$ cat src/pkg/hlp_pkg.sv
// Constants, types and field layout for the host list pointer register bank
// Function
// RULE_01: Communication area base low eight bits read zero
// RULE_02: Driver finds alignment by writing ones, reading back
// RULE_03: Bits 31..8 hold writable 24-bit area base
// RULE_04: Shared area holds structures used by both sides
// RULE_05: Periodic pointer bits 31..4 hold descriptor address
// RULE_06: Periodic pointer names head of list this frame
// RULE_07: Controller updates periodic pointer; software only reads
// RULE_08: Driver may read periodic pointer at any time
// RULE_09: Control list walk starts at head pointer address
// RULE_10: Control head loaded from shared area at init
// RULE_11: Software writes reserved bits as zero
// RULE_12: Registers decoded at 18h, 1Ch, 20h from base
// RULE_13: All registers reset zero; pointer bits 3..0 zero
package hlp_pkg;

	// Register offsets inside the function's memory window
	localparam logic [11:0] HLP_OFF_COMM_AREA    = 12'h018;
	localparam logic [11:0] HLP_OFF_PERIODIC     = 12'h01c;
	localparam logic [11:0] HLP_OFF_CTRL_HEAD    = 12'h020;

	// Window size of one function's operational registers, in address bits
	localparam int          HLP_WIN_BITS         = 12;
	localparam int          HLP_ADDR_W           = 32;
	localparam int          HLP_DATA_W           = 32;
	localparam int          HLP_BE_W             = 4;

	// Field layout
	localparam int          HLP_COMM_LSB         = 8;
	localparam int          HLP_COMM_W           = 24;
	localparam int          HLP_PTR_LSB          = 4;
	localparam int          HLP_PTR_W            = 28;

	// Reset values
	localparam logic [31:0] HLP_RESET_WORD       = 32'h0000_0000;
	localparam logic [23:0] HLP_RESET_COMM       = 24'h00_0000;
	localparam logic [27:0] HLP_RESET_PTR        = 28'h000_0000;

	// Byte offset of the control head word inside the shared area
	localparam logic [7:0]  HLP_AREA_HEAD_OFS    = 8'hf0;

	// Response FIFO shape
	localparam int          HLP_FIFO_DEPTH       = 16;

	// Initialisation sequencer
	typedef enum logic [1:0] {
		HLP_INIT_IDLE,
		HLP_INIT_REQ,
		HLP_INIT_WAIT
	} hlp_init_state_t;

endpackage : hlp_pkg

$ cat src/verilog/hlp_fifo.sv
// Small synchronous FIFO with valid/ready on both sides
`timescale 1ns/10ps
module hlp_fifo #(
	parameter int WIDTH = 32,
	parameter int DEPTH = 16
) (
	input  wire logic             clk_sys,
	input  wire logic             reset_n,
	input  wire logic [WIDTH-1:0] in_data,
	input  wire logic             in_valid,
	output logic                  in_ready,
	output logic      [WIDTH-1:0] out_data,
	output logic                  out_valid,
	input  wire logic             out_ready
);

	localparam int PW = $clog2(DEPTH);

	logic [WIDTH-1:0] store [DEPTH];
	logic [PW-1:0]    wr_idx;
	logic [PW-1:0]    rd_idx;
	logic [PW:0]      count;
	logic             push;
	logic             pop;

	// Full and empty come straight from the count, so ready never lies
	assign in_ready  = (count != (PW+1)'(DEPTH));
	assign out_valid = (count != '0);
	assign push      = in_valid && in_ready;
	assign pop       = out_valid && out_ready;
	assign out_data  = store[rd_idx];

	// Storage write
	always_ff @(posedge clk_sys) begin
		if (push) begin
			store[wr_idx] <= in_data;
		end
	end

	// Pointers wrap at the depth, which need not be a power of two
	always_ff @(posedge clk_sys) begin
		if (!reset_n) begin
			wr_idx <= '0;
			rd_idx <= '0;
		end else begin
			if (push) begin
				wr_idx <= (wr_idx == PW'(DEPTH - 1)) ? '0 : wr_idx + PW'(1);
			end
			if (pop) begin
				rd_idx <= (rd_idx == PW'(DEPTH - 1)) ? '0 : rd_idx + PW'(1);
			end
		end
	end

	// Occupancy
	always_ff @(posedge clk_sys) begin
		if (!reset_n) begin
			count <= '0;
		end else if (push && !pop) begin
			count <= count + (PW+1)'(1);
		end else if (pop && !push) begin
			count <= count - (PW+1)'(1);
		end
	end

endmodule // hlp_fifo

$ cat src/verilog/hlp_list_ptr_regs.sv
// List pointer register bank: shared area base, periodic and control head pointers
`timescale 1ns/10ps
module hlp_list_ptr_regs
	import hlp_pkg::*;
#(
	parameter logic FUNC_NUM = 1'b0
) (
	input  wire logic                  clk_sys,
	input  wire logic                  reset_n,
	// Memory base from configuration offset 10h of this function
	input  wire logic [HLP_ADDR_W-1:0] mem_base,
	// Register access from the PCI target
	input  wire logic                  reg_func,
	input  wire logic [HLP_ADDR_W-1:0] reg_addr,
	input  wire logic                  reg_wr,
	input  wire logic                  reg_rd,
	input  wire logic [HLP_BE_W-1:0]   reg_be,
	input  wire logic [HLP_DATA_W-1:0] reg_wdata,
	output logic      [HLP_DATA_W-1:0] reg_rdata,
	output logic                       reg_ack,
	output logic                       reg_hit,
	// List engine side
	input  wire logic                  periodic_load,
	input  wire logic [HLP_PTR_W-1:0]  periodic_next_addr,
	output logic      [HLP_ADDR_W-1:0] shared_comm_area,
	output logic      [HLP_ADDR_W-1:0] periodic_current_addr,
	output logic      [HLP_ADDR_W-1:0] control_head_addr,
	input  wire logic                  init_start,
	output logic                       init_busy,
	output logic                       init_done,
	// Memory read toward system memory
	output logic                       mem_rd_req,
	output logic      [HLP_ADDR_W-1:0] mem_rd_addr,
	input  wire logic                  mem_rd_grant,
	input  wire logic [HLP_DATA_W-1:0] mem_rd_data,
	input  wire logic                  mem_rd_valid,
	output logic                       mem_rd_ready
);

	// Register contents, only the implemented fields are stored
	logic [HLP_COMM_W-1:0] comm_area_base;
	logic [HLP_PTR_W-1:0]  periodic_current_desc_ptr;
	logic [HLP_PTR_W-1:0]  control_list_head_ptr;

	hlp_init_state_t       init_state;
	hlp_init_state_t       next_init_state;

	logic                  wr_hit;
	logic                  rd_hit;
	logic                  sel_comm_area;
	logic                  sel_periodic;
	logic                  sel_ctrl_head;
	logic [HLP_DATA_W-1:0] area_merged;
	logic                  head_take;
	logic                  fetch_launch;
	logic                  fetch_granted;
	logic                  init_idle;
	logic [HLP_DATA_W-1:0] next_rdata;
	logic [HLP_DATA_W-1:0] resp_data;
	logic                  resp_valid;
	logic                  resp_pop;

	// True when the address falls inside this function's window
	function automatic logic win_hit(
		input logic                  func,
		input logic [HLP_ADDR_W-1:0] addr,
		input logic [HLP_ADDR_W-1:0] base
	);
		win_hit = (func == FUNC_NUM) &&
			(addr[HLP_ADDR_W-1:HLP_WIN_BITS] == base[HLP_ADDR_W-1:HLP_WIN_BITS]);
	endfunction

	// Offset of an access inside the window
	function automatic logic [HLP_WIN_BITS-1:0] win_ofs(
		input logic [HLP_ADDR_W-1:0] addr
	);
		win_ofs = addr[HLP_WIN_BITS-1:0];
	endfunction

	// True when an access lands on the given register offset
	function automatic logic ofs_sel(
		input logic [HLP_ADDR_W-1:0]   addr,
		input logic [HLP_WIN_BITS-1:0] ofs
	);
		ofs_sel = (win_ofs(addr) == ofs);
	endfunction

	// Merge write data into a word under byte enables
	function automatic logic [HLP_DATA_W-1:0] be_merge(
		input logic [HLP_DATA_W-1:0] old_word,
		input logic [HLP_DATA_W-1:0] new_word,
		input logic [HLP_BE_W-1:0]   be
	);
		logic [HLP_DATA_W-1:0] res;
		res = old_word;
		for (int i = 0; i < HLP_BE_W; i++) begin
			if (be[i]) begin
				res[i*8 +: 8] = new_word[i*8 +: 8];
			end
		end
		be_merge = res;
	endfunction

	// Widen a pointer field back to a word with zeroed low bits
	function automatic logic [HLP_DATA_W-1:0] ptr_word(
		input logic [HLP_PTR_W-1:0] ptr
	);
		ptr_word = {ptr, {HLP_PTR_LSB{1'b0}}};
	endfunction

	// Window decode shared by reads and writes
	assign reg_hit = win_hit(reg_func, reg_addr, mem_base); // RULE_12
	assign wr_hit  = reg_wr && reg_hit;
	assign rd_hit  = reg_rd && reg_hit;

	// Offset selects, decoded once for the write and read paths
	assign sel_comm_area = ofs_sel(reg_addr, HLP_OFF_COMM_AREA);
	assign sel_periodic  = ofs_sel(reg_addr, HLP_OFF_PERIODIC);
	assign sel_ctrl_head = ofs_sel(reg_addr, HLP_OFF_CTRL_HEAD);

	// Byte-lane merge of a write into the current area base word
	assign area_merged = be_merge({comm_area_base, {HLP_COMM_LSB{1'b0}}}, reg_wdata, reg_be);

	// Communication area base, low byte never stored so it cannot read back as one
	always_ff @(posedge clk_sys) begin
		if (!reset_n) begin
			comm_area_base <= HLP_RESET_COMM; // RULE_13
		end else if (wr_hit && sel_comm_area) begin
			comm_area_base <= area_merged[HLP_DATA_W-1:HLP_COMM_LSB]; // RULE_03
		end
	end

	// Periodic pointer moves only under the engine; bus writes are dropped
	always_ff @(posedge clk_sys) begin
		if (!reset_n) begin
			periodic_current_desc_ptr <= HLP_RESET_PTR; // RULE_13
		end else if (periodic_load) begin
			periodic_current_desc_ptr <= periodic_next_addr; // RULE_07
		end
	end

	// Control head is read-only on the bus and filled by the init fetch
	always_ff @(posedge clk_sys) begin
		if (!reset_n) begin
			control_list_head_ptr <= HLP_RESET_PTR; // RULE_13
		end else if (head_take) begin
			control_list_head_ptr <= resp_data[HLP_DATA_W-1:HLP_PTR_LSB]; // RULE_10
		end
	end

	// Read mux; unmapped offsets in the window read as zero
	always_comb begin
		next_rdata = HLP_RESET_WORD;
		if (sel_comm_area) begin
			next_rdata = {comm_area_base, {HLP_COMM_LSB{1'b0}}}; // RULE_01
		end else if (sel_periodic) begin
			next_rdata = ptr_word(periodic_current_desc_ptr); // RULE_05
		end else if (sel_ctrl_head) begin
			next_rdata = ptr_word(control_list_head_ptr); // RULE_09
		end else begin
			next_rdata = HLP_RESET_WORD;
		end
	end

	// Read data is registered, so the ack lands one cycle after the strobe
	always_ff @(posedge clk_sys) begin
		if (!reset_n) begin
			reg_rdata <= HLP_RESET_WORD;
		end else if (rd_hit) begin
			reg_rdata <= next_rdata; // RULE_08
		end
	end

	// Every hit, read or write, is acknowledged exactly once
	always_ff @(posedge clk_sys) begin
		if (!reset_n) begin
			reg_ack <= 1'b0;
		end else begin
			reg_ack <= rd_hit || wr_hit;
		end
	end

	// Area base copy toward the list engine, one cycle behind the register
	always_ff @(posedge clk_sys) begin
		if (!reset_n) begin
			shared_comm_area <= HLP_RESET_WORD;
		end else begin
			shared_comm_area <= {comm_area_base, {HLP_COMM_LSB{1'b0}}}; // RULE_04
		end
	end

	// Periodic pointer copy toward the list engine
	always_ff @(posedge clk_sys) begin
		if (!reset_n) begin
			periodic_current_addr <= HLP_RESET_WORD;
		end else begin
			periodic_current_addr <= ptr_word(periodic_current_desc_ptr); // RULE_06
		end
	end

	// Control head copy, where the engine starts its control list walk
	always_ff @(posedge clk_sys) begin
		if (!reset_n) begin
			control_head_addr <= HLP_RESET_WORD;
		end else begin
			control_head_addr <= ptr_word(control_list_head_ptr); // RULE_09
		end
	end

	// Read responses from memory queue here; the sequencer drains while idle or
	// waiting, so a sequencer stalled in the request state pushes back on the memory side
	hlp_fifo #(
		.WIDTH (HLP_DATA_W),
		.DEPTH (HLP_FIFO_DEPTH)
	) u_resp_fifo (
		.clk_sys   (clk_sys),
		.reset_n   (reset_n),
		.in_data   (mem_rd_data),
		.in_valid  (mem_rd_valid),
		.in_ready  (mem_rd_ready),
		.out_data  (resp_data),
		.out_valid (resp_valid),
		.out_ready (resp_pop)
	);

	// Stale words left over from an earlier fetch are flushed while idle,
	// so the next fetch loads a fresh word unless it launches before the idle flush has emptied the queue
	assign resp_pop = (init_state == HLP_INIT_WAIT) || init_idle;

	// Sequencer events shared by the state, request and status logic
	assign init_idle     = (init_state == HLP_INIT_IDLE);
	assign fetch_launch  = init_idle && init_start;
	assign fetch_granted = (init_state == HLP_INIT_REQ) && mem_rd_grant;
	assign head_take     = (init_state == HLP_INIT_WAIT) && resp_valid;

	// Init sequencer next state
	always_comb begin
		next_init_state = init_state;
		case (init_state)
			HLP_INIT_IDLE: begin
				if (init_start) begin
					next_init_state = HLP_INIT_REQ;
				end
			end
			HLP_INIT_REQ: begin
				if (mem_rd_grant) begin
					next_init_state = HLP_INIT_WAIT;
				end
			end
			HLP_INIT_WAIT: begin
				if (resp_valid) begin
					next_init_state = HLP_INIT_IDLE;
				end
			end
			default: begin
				next_init_state = HLP_INIT_IDLE;
			end
		endcase
	end

	// Init sequencer state
	always_ff @(posedge clk_sys) begin
		if (!reset_n) begin
			init_state <= HLP_INIT_IDLE;
		end else begin
			init_state <= next_init_state;
		end
	end

	// Fetch request held until granted
	always_ff @(posedge clk_sys) begin
		if (!reset_n) begin
			mem_rd_req <= 1'b0;
		end else if (fetch_launch) begin
			mem_rd_req <= 1'b1; // RULE_10
		end else if (fetch_granted) begin
			mem_rd_req <= 1'b0;
		end
	end

	// Fetch address latched at launch, so a later base write cannot move it
	always_ff @(posedge clk_sys) begin
		if (!reset_n) begin
			mem_rd_addr <= HLP_RESET_WORD;
		end else if (fetch_launch) begin
			mem_rd_addr <= {comm_area_base, HLP_AREA_HEAD_OFS}; // RULE_10
		end
	end

	// Init status toward the engine
	always_ff @(posedge clk_sys) begin
		if (!reset_n) begin
			init_done <= 1'b0;
		end else begin
			init_done <= head_take;
		end
	end

	assign init_busy = !init_idle;

endmodule // hlp_list_ptr_regs
$ cat config.mk
export PLATFORM = sky130hd
export DESIGN_NAME = hlp_list_ptr_regs
export DESIGN_NICKNAME = d
export VERILOG_FILES = /design/src/pkg/hlp_pkg.sv /design/src/verilog/hlp_fifo.sv /design/src/verilog/hlp_list_ptr_regs.sv
export SDC_FILE = /design/constraint.sdc
export NUM_CORES = 1
export LEC_CHECK = 0
export ABC_AREA = 0
export BUFFER_PORTS_ARGS = -buffer_cell sky130_fd_sc_hd__buf_4
export CAP_MARGIN = 15
export CORE_UTILIZATION = 25
export CTS_BUF_LIST = sky130_fd_sc_hd__clkbuf_8
export CTS_CLUSTER_DIAMETER = 200
export CTS_CLUSTER_SIZE = 28
export DETAILED_ROUTE_END_ITERATION = 8
export MAX_ROUTING_LAYER = met4
export PLACE_DENSITY = 0.44
export SKIP_CTS_REPAIR_TIMING = 1
export SYNTH_ARGS = -nofsm -noshare
export SYNTH_HDL_FRONTEND = slang
export SYNTH_SLANG_ARGS = --single-unit
$ cat constraint.sdc
create_clock -name clk_sys -period 4.25 [get_ports clk_sys]
set_input_delay 0.2125 -clock clk_sys [delete_from_list [all_inputs] [get_ports clk_sys]]
set_output_delay 0.2125 -clock clk_sys [all_outputs]
set_load 0.05 [all_outputs]
* Word-level counts from Yosys, hierarchy flattened
Memories as Yosys holds them, arrays and structs flattened. A register that Yosys moved wholly into a read port is not among the register bits.
Cells that the tools add are included.
** Storage, ports and cells
- Flip-flop bits (word level) :: 226
- Bits in writable memories :: 512
- Input port bits :: 169
- Output and inout port bits :: 166
- Word-level logic and storage cells :: 77
- Memories kept :: 1
** Operators by class
- Add/sub/neg operators :: 4
- Equal/unequal tests :: 12
- Mux-type cells :: 15
- Bitwise operators :: 1
- Reduce and logical (&&, ||, !) cells :: 25
** Memories
- u_resp_fifo.store :: depth 16, width 32, read ports 1, clocked after memory_dff 1, write ports 1, line hlp_fifo.sv:19 : logic [WIDTH-1:0] store [DEPTH];
** Operators by type and width (count)
- $mux W32 :: 3
- $eq A12 B5 Y1 const B :: 2
- $eq A20 B20 Y1 :: 1
- $eq A12 B6 Y1 const B :: 1
- $logic_and A1 B1 Y1 :: 11
- $mux W5 :: 2
- $add A4 B1 Y4 const B :: 2
- $eq A4 B4 Y1 const B :: 2
- $mux W4 :: 2
- $mux W2 :: 3
- $ne A2 B2 Y1 const B :: 3
- $pmux W2 S3 :: 1
- $reduce_and A2 Y1 :: 3
- $add A5 B1 Y5 const B :: 1
- $ne A5 B5 Y1 const B :: 1
- $reduce_bool A5 Y1 :: 1
- $sub A5 B1 Y5 const B :: 1
- $logic_not A1 Y1 :: 4
- $mux W1 :: 4
- $reduce_bool A2 Y1 :: 2
- $reduce_and A3 Y1 :: 1
- $eq A2 B1 Y1 const B :: 1
- $eq A2 B2 Y1 const B :: 1
- $logic_not A2 Y1 :: 1
- 2 further kinds :: 3

* Longest topological paths before layout
Gate-level depths: netlist of the first run.
- Depth in word-level cells :: 6
- Depth in mapped cells :: 11
- Mapped depth without buffers :: 11

* Modules after synthesis
From an unflattened synthesis of the first run, not the netlist that was laid out.
** Unflattened totals
- Cell total of the unflattened synthesis :: 1732
- Area, all modules :: 28303.4 sq um
** Modules (own cells, without submodules)
- hlp_fifo :: instances 1, cells each 896, area an instance 20076.8 sq um, seq. area each 15715.1 sq um
- hlp_list_ptr_regs :: instances 1, cells each 836, area an instance 8226.6 sq um, seq. area each 4364.2 sq um

* Worst setup path before layout of the first run
OpenSTA, ideal clock, no wires.
- Kind :: flip-flop to flip-flop
- Start point :: register u_resp_fifo.count[0]
- End point :: memory u_resp_fifo.store[0][10] (enable)
- Library setup time :: 0.448 ns
- Arrival :: 3.096 ns
- Data required time :: 3.802 ns
- Setup slack :: 0.705 ns
- Cell stages (with the launch flop) :: 6
- Path buffers :: 1
- Clock period less this slack :: 3.545 ns
- Cells stage by stage :: dfxtp_1 -> nor4_1 -> a21boi_0 -> clkbuf_1 -> nand2_1 -> nor3_1
** Between the ends
- Cells in the longest elaborated chain, start to end :: 4
** Ends and longest elaborated chain
- start: declaration :: line hlp_fifo.sv:22 : logic [PW:0] count;
- start signal: assignment :: line hlp_fifo.sv:60 : count <= count + (PW+1)'(1);
- start signal: assignment :: line hlp_fifo.sv:62 : count <= count - (PW+1)'(1);
- $ne A5 B5 Y1 :: line hlp_fifo.sv:27 : assign in_ready = (count != (PW+1)'(DEPTH));
- $logic_and A1 B1 Y1 :: line hlp_fifo.sv:29 : assign push = in_valid && in_ready;
- net u_resp_fifo.push :: line hlp_fifo.sv:23 : logic push;
- $mux W1 :: line hlp_fifo.sv:35 : if (push) begin
- $mux W1 (implied by the code) :: line hlp_fifo.sv:36 : store[wr_idx] <= in_data;
- end: declaration :: line hlp_fifo.sv:19
The timed path passes the listed nets, and every way through them passes these cells.

* Final worst setup path of the first run
- Start point :: register u_resp_fifo.count[0]
- End point :: register u_resp_fifo.count[4]
** Between the ends
- Cells in the longest elaborated chain, start to end :: 5
- Elaborated cells between the ends (all ways) :: 13
- Classes of those cells :: add/sub (2); eq/ne (1); mux (2); reduce/logical (8)
** Ends and longest elaborated chain
- branches (longest 5 deep; another with $sub A5 B1 Y5)
Parallel ways; which one is timed is not known. The select of a mux whose other input is x is not followed.
A chain may end at the register's enable or synchronous reset.

==> metrics.md, run 1 <==
| Metric | Value |
|---|---|
| GRT overflow | `0` |
| Synth area leader | `edfxtp_1` |
| Pint | `9.14 mW` |
| Sw power | `3.52 mW` |
| CTS tree | `yes` |
| Syn Area/Cell | `16.0 um^2` |
| Antenna violations before repair | `8` |
| Overall routing resource usage | `0.134` |
| P per Cell Area | `404 nW/um^2` |
| Final hold violation count | `0` |
| Share of Yosys cell area claimed by the top area cell type | `0.522` |
| Peak Freq | `315 MHz` |
| Final instance area | `31300 um^2` |
| Fill cell count | `10200` |
| Starting density of the core | `0.253` |
| Min Tclk post-route | `3.18 ns` |
| Layout area overhead | `21.5%` |
| FF/Latch Area | `18100 um^2` |
| Met3 Use GR | `0.0252` |
| Register area share after synthesis | `0.702` |
| Combinational share of power | `0.212` |
| Clock Power Share | `0.206` |
| Die Width | `323 um` |
| Vias per cell | `4.29` |
| Clk sinks | `679` |
| Async SR Flop Fraction | `0` |
| Synth cell count leaders | `448 x edfxtp_1, 231 x dfxtp_1, 218 x nand2_1` |
| Largest net degree at the start of global routing | `90` |
| Multi-input logic area | `7110 um^2` |
| GRT met1 Usage | `0.169` |
| Busiest grt layer | `met2` |
| Most common cell in the netlist | `edfxtp_1` |
| Final Net Count | `2181` |
| Maximum fanout along the worst path | `7` |
| Setup TNS Final | `0 ns` |
| Yosys reg bits | `679` |
| CTS Buffer Depth | `3` |
| Cell count after synthesis | `1614` |
| Crit path DAT | `3.83 ns` |
| Vias in the first global route | `14600` |
| Worst-Margin Slew | `0.843 ns` |
| Data required time of the critical path | `4.91 ns` |
| Die area | `104000 um^2` |
| Cts bufs inserted | `28` |
| YS warnings | `0` |
| # Max-Cap Violations | `0` |
| DRC | `0` |
| Maximum vdd drop | `239 uV` |
| Normalized max-slew margin | `0.438` |
| Clock Latency Late Sink | `0.72 ns` |
| Startpoint Class | `register` |
| DRT Pass-1 Iters | `7` |
| RSZ-0062 raised after global routing | `no` |
| Clk pin slew, worst setup/hold paths | `0.17 ns` |
| Placed Area | `29500 um^2` |
| Final worst path period share | `0.747` |
| Leakage | `11.4 nW` |
| Worst Hold Class | `in2reg` |
| First-pass GRT wire length | `99700 um` |
| Core area | `102000 um^2` |
| Critical path capture point type | `register` |
| Hpwl dp | `44800 um` |
| Total number of vias | `14600` |
| Max-slew violations | `0` |
| Post-synth EDFFs | `448` |
| Status | `finished clean` |
| Count of buffers from port buffering | `285` |
| Final setup skew | `0.0502 ns` |
| Die height | `323 um` |
| Drt total wl | `70300 um` |
| Synthesized area | `25800 um^2` |
| Root Driver | `clkbuf_8` |
| Primary FF master, synth | `edfxtp_1` |
| Placer Congestion | `0.746` |
| Critical path type | `reg2reg` |
| Per-cell routed wire length | `20.7 um` |
| Iter 0 DRT Violations | `1075` |
| Ranking of synthesized cells by area | `edfxtp_1 52%, dfxtp_1 18%, mux4_2 9.8%, mux2i_1 4.2%, nand2_1 3.2%` |
| Post-synthesis cell type count | `46` |
| H-Tree Level Count | `1` |
| Met2 global-route usage | `0.227` |
| Sw frac | `0.278` |
| Antenna viol nets, final | `0` |
| I/O pin count | `335` |
| Seq pwr share | `0.583` |
| Fraction of layout cells with a size suffix above 1 | `0.248` |
| Final setup violating endpoints | `0` |
| FP Rows | `117` |
==> layer usage <==
layer	routed length [um]	part of all wire	up-vias
met5	0	0	-
met4	923	0.013	0
met3	3480	0.049	44
met2	34700	0.49	339
met1	31200	0.44	7469
li1	-	-	6712
==> worst max-delay path, cell delays in order (launching register included) <==
cell and delay, ns:
dfxtp_1 0.39, nor4_1 0.58, a21oi_1 0.37, inv_1 0.13, ha_1 0.19, inv_1 0.11, fa_1 0.41, a21o_1 0.18
a21oi_1 0.19, xnor2_1 0.10, or3_1 0.30, a21boi_0 0.16
==> sequential cells by signal, summed over array words and instances (netlist names), 2 cells and up <==
name	flops
mem_rd_addr	25
periodic_current_addr	28
u_resp_fifo.wr_idx	4
control_list_head_ptr	28
reg_rdata	28
periodic_current_desc_ptr	28
control_head_addr	28
u_resp_fifo.count	5
comm_area_base	24
shared_comm_area	24
u_resp_fifo.rd_idx	4
init_state	2
u_resp_fifo.store	448
==> power by group through the flow <==
stage	sequential [mW]	clock [mW]	combinational, mW
after floorplan	7.47	0	1.83
after global placement	7.52	0	2.63
after detailed placement	7.53	0	2.66
after CTS	7.38	2.76	2.67
after global routing	7.40	2.94	2.90
final	7.38	2.60	2.68
==> cell type report <==
cell class	count	share of cell area
diodes	8	0.000639
repair buffers	451	0.120
clock inverters	21	0.00336
well taps	1368	0.0547
inverters	31	0.00372
clock buffers	29	0.0127
flip-flops and latches	679	0.578
multi-input cells	811	0.227
==> path summary, 6_finish.rpt <==
kind	start	end	slack [ns]	cells past startpoint
setup / recovery	u_resp_fifo.count[0]$_SDFFE_PN0P_	u_resp_fifo.count[4]$_SDFFE_PN0P_	1.07	11
hold reg to reg	reg_rdata[20]$_SDFFE_PN0P_	reg_rdata[20]$_SDFFE_PN0P_	0.47	2
hold / removal	periodic_load	periodic_current_desc_ptr[5]$_SDFFE_PN0P_	0.09	3
setup reg to reg	u_resp_fifo.count[0]$_SDFFE_PN0P_	u_resp_fifo.count[4]$_SDFFE_PN0P_	1.07	11
==> cells in the final DEF, fill, tap and decap left out, types with 4 or more instances in the layout <==
cell	instances
edfxtp_1	448
buf_4	321
dfxtp_1	229
nand2_1	218
dlygate4sd3_1	125
mux4_2	112
mux2i_1	107
and2_1	62
a22oi_1	57
inv_1	51
nor2b_1	35
clkbuf_8	29
o21ai_0	28
a22o_1	28
a21boi_0	28
conb_1	24
xnor2_1	19
nor2_2	12
ha_1	9
diode_2	8
a21oi_1	8
xor2_1	7
nor2_1	5
a32o_1	4
nor3_2	4
nand4_1	4
==> cells by family (layout without fill, tap and decap cells) <==
family / count (synthesis) / in the layout / synth area share
fa+ha+maj: 10 / 10 / 0.00515
compound gates: 163 / 163 / 0.0461
simple gates: 369 / 369 / 0.0695
mux: 219 / 219 / 0.139
xor+xnor: 26 / 26 / 0.00884
buf+inv: 147 / 532 / 0.0292
flops: 679 / 679 / 0.702
other cells: 1 / 32 / 0.000146
==> stage by stage <==
step           hold WS, ns  instances  power [mW]  setup WS [ns]  utilization
6_report            0.0896       3398        12.7           1.07        0.307
3_5_place_dp         0.454       3215        10.2           1.10        0.289
4_1_cts             -0.383       3265        12.8           1.07        0.294
3_3_place_gp         0.448       3214        10.2           1.13        0.289
5_1_grt             0.0421       3398        13.2          0.797        0.307
2_1_floorplan        0.311       1637        9.30          0.705            -
(Power assumes the default switching activity.)
==> run 2, diff against run 1 <==
PLACE_DENSITY = 0.45   (was 0.44)
clock period = 2.84 ns   (was 4.25 ns; I/O delays follow)
==> metrics.md, run 2 (synthesis results as in run 1) <==
| Metric | Value |
|---|---|
| Status | `finished clean` |
| Starting density of the core | `0.253 (unchanged)` |
| Worst hold slack | `0.0138 ns (-0.0757 ns)` |
| Drt total wl | `70800 um (+0.74%)` |
| Min Tclk post-route | `2.61 ns (-0.563 ns)` |
| Sw power | `5.29 mW (+50%)` |
| Die Width | `323 um (unchanged)` |
| Largest Register | `u_resp_fifo.store` |
| Max-slew violations | `0 (unchanged)` |
| CTS tree | `yes` |
| Die height | `323 um (unchanged)` |
| Critical path capture point type | `register` |
| Final hold violation count | `0 (unchanged)` |
| Commonest non-fill, non-tap cell in the layout | `edfxtp_1` |
| Antenna violations before repair | `10 (+2)` |
| Most frequent cells in the layout | `448 x edfxtp_1, 333 x buf_4, 227 x dfxtp_1, 218 x nand2_1, 125 x dlygate4sd3_1` |
| Sw frac | `0.277 (-0.00146)` |
| Total number of vias | `14700 (+1.1%)` |
| # Max-Cap Violations | `0 (unchanged)` |
| Cts bufs inserted | `28 (unchanged)` |
| H-Tree Level Count | `1 (unchanged)` |
| Seq pwr share | `0.576 (-0.007)` |
| Setup ws final | `0.227 ns (-0.847 ns)` |
| Clock Power Share | `0.204 (-0.002)` |
| GRT overflow | `0 (unchanged)` |
| Hpwl dp | `45900 um (+2.5%)` |
| Peak Freq | `383 MHz (+22%)` |
| Worst Hold Class | `in2reg` |
| Clk sinks | `679 (unchanged)` |
| Largest net degree at the start of global routing | `143 (+59%)` |
| Final worst path period share | `0.920 (+0.173)` |
| FP Rows | `117 (unchanged)` |
| CP Cell Sequence | `nor4_2 > buf_4 > a21oi_1 > inv_1 > ha_1 > inv_1 > fa_1 > a21o_1 > a21oi_1 > xnor2_1 > or3_1 > a21boi_0` |
| Clock Latency Late Sink | `0.73 ns (about the same)` |
| Iter 0 DRT Violations | `1142 (+6.2%)` |
| Fraction of layout cells with a size suffix above 1 | `0.259 (+0.0110)` |
| Overall routing resource usage | `0.135 (+0.000936)` |
| CP max stage cell | `fa_1` |
| RSZ-0062 raised after global routing | `no` |
| Count of buffers from port buffering | `285 (unchanged)` |
| Crit path DAT | `3.29 ns (-0.54 ns)` |
| Total power | `19.1 mW (+51%)` |
| Combinational share of power | `0.219 (+0.007)` |
| Root Driver | `clkbuf_8` |
| Final setup violating endpoints | `0 (unchanged)` |
| Data required time of the critical path | `3.51 ns (-1.40 ns)` |
| Max reg flops | `448 (unchanged)` |
| Core area | `102000 um^2 (unchanged)` |
| Placer Congestion | `0.804 (+7.8%)` |
| DRC | `0 (unchanged)` |
| Final setup skew | `0.0543 ns (+0.00410 ns)` |
| Antenna viol nets, final | `0 (unchanged)` |
| Layout area overhead | `23.1%` |
| Maximum fanout along the worst path | `4 (-3)` |
| Maximum vdd drop | `332 uV (+39%)` |
| Critical path type | `reg2reg` |
| Per-cell routed wire length | `20.7 um (about the same)` |
| Place WS | `0.204 ns (-0.897 ns)` |
| Vias per cell | `4.30 (+0.27%)` |
| Final Net Count | `2208 (+1.2%)` |
| First-pass GRT wire length | `101000 um (+1.0%)` |
| I/O pin count | `335 (unchanged)` |
| Worst-Margin Slew | `0.638 ns (-0.205 ns)` |
| Setup TNS Final | `0 ns (unchanged)` |
| Pint | `13.8 mW (+51%)` |
| Vias in the first global route | `14800 (+0.81%)` |
| Clk pin slew, worst setup/hold paths | `0.19 ns (+0.02 ns)` |
| Startpoint Class | `register` |
| Normalized max-slew margin | `0.572 (+0.134)` |
| DRT Pass-1 Iters | `6 (-1)` |
| Die area | `104000 um^2 (unchanged)` |
| Leakage | `11.6 nW (+1.3%)` |
| CTS Buffer Depth | `3 (unchanged)` |
| CP peak stage delay | `0.43 ns (-0.15 ns)` |
| P per Cell Area | `603 nW/um^2 (+49%)` |
## run 2: cell types whose count changed in the layout (fill, tap and decap cells not counted), sizes merged
| cell | delta |
|---|---|
| inv | -1 |
| diode | +2 |
| buf | +27 |
## run 2: layout make-up
cell class	count	area (um^2)
Clock buffer	29	399
Fill cell	10100	70300
Clock inverter	20	101
Antenna cell	10	25.0
Inverter	31	116
Tap cell	1368	1710
Sequential cell	679	18100
Timing Repair Buffer	478	4140
Multi-Input combinational cell	811	7140
## run 2: path summary, 6_finish.rpt
path	from	end	slack, ns	depth (start not counted)
worst max-delay path	u_resp_fifo.count[0]$_SDFFE_PN0P_	u_resp_fifo.count[4]$_SDFFE_PN0P_	0.23	12
worst min-delay path	periodic_load	periodic_current_desc_ptr[26]$_SDFFE_PN0P_	0.01	3
worst max register to register	u_resp_fifo.count[0]$_SDFFE_PN0P_	u_resp_fifo.count[4]$_SDFFE_PN0P_	0.23	12
worst min register to register	reg_rdata[31]$_SDFFE_PN0P_	reg_rdata[31]$_SDFFE_PN0P_	0.47	2
## run 2: power groups by stage
stage | Sequential, mW | Clock [mW] | Combinational, mW
floorplan | 11.2 | 0 | 2.75
global placement | 11.2 | 0 | 4.11
detailed placement | 11.2 | 0 | 4.13
CTS | 11.0 | 4.13 | 4.14
global route | 11.1 | 4.41 | 4.55
finish | 11.0 | 3.90 | 4.20
## run 2: per-layer routing
metal / global-route usage / share of wire / vias to the layer above
li1: - / - / 6764
met1: 0.169 / 0.45 / 7550
met2: 0.226 / 0.49 / 360
met3: 0.0291 / 0.052 / 50
met4: 0.0218 / 0.013 / 0
met5: - / 0 / -
## run 2: metrics by stage
step	instances	utilization	cell area [um^2]
after floorplan	1637	-	25900
after global placement	3242	0.293	29900
after detailed placement	3242	0.293	29900
after CTS	3291	0.298	30400
after global routing	3426	0.311	31700
final	3426	0.311	31700
## run 2: worst max-delay path: cells and delay by family, from the launching register on
family	cells	cell delay, ns
AO/OA/AOI/OAI	4	0.59
AND/OR/NAND/NOR	2	0.55
flip-flops	1	0.39
XOR/XNOR	1	0.09
adder cells (fa/ha/maj)	2	0.61
buffers and inverters	3	0.33
==> run 3, diff against run 2 <==
PLACE_DENSITY = 0.44   (was 0.45)
clock period = 3.1 ns   (was 2.84 ns; I/O delays follow)
==> metrics.md, run 3 (synthesis results as in run 1) <==
| Metric | Value |
|---|---|
| Hpwl dp | `45700 um (-0.50%)` |
| Commonest non-fill, non-tap cell in the layout | `edfxtp_1` |
| Sw power | `4.85 mW (-8.3%)` |
| First-pass GRT wire length | `100000 um (-0.25%)` |
| Clock Power Share | `0.205 (about the same)` |
| Pint | `12.6 mW (-8.7%)` |
| Layout area overhead | `22.4%` |
| Final hold violation count | `0 (unchanged)` |
| Antenna violations before repair | `8 (-2)` |
| Per-cell routed wire length | `20.6 um (-0.55%)` |
| RSZ-0062 raised after global routing | `no` |
| # Max-Cap Violations | `0 (unchanged)` |
| H-Tree Level Count | `1 (unchanged)` |
| Final instance area | `31500 um^2 (-0.58%)` |
| Clock Latency Late Sink | `0.73 ns (about the same)` |
| Sw frac | `0.277 (+0.000879)` |
| Die height | `323 um (unchanged)` |
| Die area | `104000 um^2 (unchanged)` |
| Cts bufs inserted | `28 (unchanged)` |
| Crit path top cell by count | `a21boi_0` |
| Largest net degree at the start of global routing | `143 (unchanged)` |
| Leakage | `11.5 nW (-0.48%)` |
| Clk pin slew, worst setup/hold paths | `0.18 ns (about the same)` |
| Antenna viol nets, final | `0 (unchanged)` |
| Die Width | `323 um (unchanged)` |
| Final worst path period share | `0.866 (-0.0538)` |
| Maximum vdd drop | `338 uV (+1.9%)` |
| Min Tclk post-route | `2.69 ns (+0.0725 ns)` |
| Critical path type | `reg2reg` |
| Setup TNS Final | `0 ns (unchanged)` |
| Fraction of layout cells with a size suffix above 1 | `0.254 (-0.00499)` |
| Hold Path Stages | `3 (unchanged)` |
| P per Cell Area | `554 nW/um^2 (-8.1%)` |
| Vias per cell | `4.28 (-0.43%)` |
| Final setup skew | `0.0457 ns (-0.00861 ns)` |
| CP peak stage delay | `0.46 ns (+0.03 ns)` |
| Fill cell count | `10200 (+0.37%)` |
| FP Rows | `117 (unchanged)` |
| Maximum fanout along the worst path | `4 (unchanged)` |
| Peak Freq | `372 MHz (-2.7%)` |
| Crit path DAT | `3.36 ns (+0.07 ns)` |
| Data required time of the critical path | `3.78 ns (+0.27 ns)` |
| Vias in the first global route | `14600 (-0.77%)` |
| DRC | `0 (unchanged)` |
| CP max stage cell | `dfxtp_1` |
| Largest Register | `u_resp_fifo.store` |
| Combinational share of power | `0.219 (about the same)` |
| Count of buffers from port buffering | `285 (unchanged)` |
| DR top layer | `met4` |
| Critical path capture point type | `register` |
| Startpoint Class | `register` |
| Overall routing resource usage | `0.135 (-0.000324)` |
| CTS tree | `yes` |
| Met2 routed WL | `34500 um (about the same)` |
| Status | `finished clean` |
| DRT Pass-1 Iters | `8 (+2)` |
| Normalized max-slew margin | `0.517 (-0.0549)` |
| Worst hold slack | `0.00746 ns (-0.00637 ns)` |
| Placer Congestion | `0.765 (-4.8%)` |
| Final setup violating endpoints | `0 (unchanged)` |
| Clk sinks | `679 (unchanged)` |
| I/O pin count | `335 (unchanged)` |
| CTS Buffer Depth | `3 (unchanged)` |
| Starting density of the core | `0.253 (unchanged)` |
| Drt total wl | `70300 um (-0.79%)` |
| Max-slew violations | `0 (unchanged)` |
| Total number of vias | `14600 (-0.66%)` |
| Routed met1 length | `30800 um (-2.9%)` |
| CP Cell Sequence | `nor4_1 > buf_4 > a21boi_0 > ha_1 > inv_1 > fa_1 > a21o_1 > a21oi_1 > xnor2_1 > or3_1 > a21boi_0` |
| GRT overflow | `0 (unchanged)` |
| Core area | `102000 um^2 (unchanged)` |
| Root Driver | `clkbuf_8` |
| Final Net Count | `2201 (-0.32%)` |
| Worst Hold Class | `in2reg` |
| Max reg flops | `448 (unchanged)` |
| R2R depth | `11 (-1)` |
| Met3 WL post-DR | `3690 um (-0.57%)` |
| Most frequent cells in the layout | `448 x edfxtp_1, 333 x buf_4, 229 x dfxtp_1, 218 x nand2_1, 128 x dlygate4sd3_1` |
| Worst-Margin Slew | `0.725 ns (+0.0871 ns)` |
| Seq pwr share | `0.576 (about the same)` |
| Iter 0 DRT Violations | `915 (-20%)` |
| Placed Area | `29700 um^2 (-0.76%)` |
==> run 3: area by class of cell <==
cell class | instances | area (um^2) | area share
well taps | 1368 | 1710 | 0.0543
multi-input cells | 811 | 7120 | 0.226
flip-flops and latches | 679 | 18100 | 0.573
repair buffers | 471 | 3980 | 0.126
diodes | 9 | 22.5 | 0.000714
clock buffers | 29 | 399 | 0.0127
inverters | 31 | 116 | 0.00369
clock inverters | 20 | 101 | 0.00321
==> run 3: worst paths after layout <==
kind / slack, ns / start / end
max reg2reg: 0.41 / u_resp_fifo.count[0]$_SDFFE_PN0P_ / u_resp_fifo.count[4]$_SDFFE_PN0P_
min: 0.007 / periodic_load / periodic_current_desc_ptr[27]$_SDFFE_PN0P_
max: 0.41 / u_resp_fifo.count[0]$_SDFFE_PN0P_ / u_resp_fifo.count[4]$_SDFFE_PN0P_
min reg2reg: 0.47 / reg_rdata[12]$_SDFFE_PN0P_ / reg_rdata[12]$_SDFFE_PN0P_
==> run 3: stage by stage <==
step	std cells	total power [mW]	setup slack (ns)	utilization
2_1_floorplan	1637	12.8	0.303	-
3_3_place_gp	3231	14.0	0.386	0.291
3_5_place_dp	3231	14.1	0.438	0.291
4_1_cts	3280	17.7	0.385	0.296
5_1_grt	3417	18.3	0.199	0.309
6_report	3418	17.5	0.415	0.309
==> run 3: layer usage <==
metal  up-vias  GRT usage
met3        61     0.0245
met4         0     0.0299
li1       6758          -
met1      7413      0.168
met2       395      0.226
met5         -          -
==> run 3: worst max-delay path, delay by kind of cell, from the launching register on <==
| kind | cells | cell delay, ns |
|---|---|---|
| compound gates | 4 | 0.77 |
| fa+ha+maj | 2 | 0.66 |
| flops | 1 | 0.46 |
| simple gates | 2 | 0.39 |
| buf+inv | 2 | 0.26 |
| xor+xnor | 1 | 0.10 |
==> run 3: power groups by stage <==
stage | Clock, mW | Combinational, mW | Sequential (mW)
floorplan | 0 | 2.52 | 10.2
global placement | 0 | 3.76 | 10.3
detailed placement | 0 | 3.80 | 10.3
CTS | 3.78 | 3.81 | 10.1
global route | 4.04 | 4.16 | 10.1
finish | 3.58 | 3.83 | 10.1
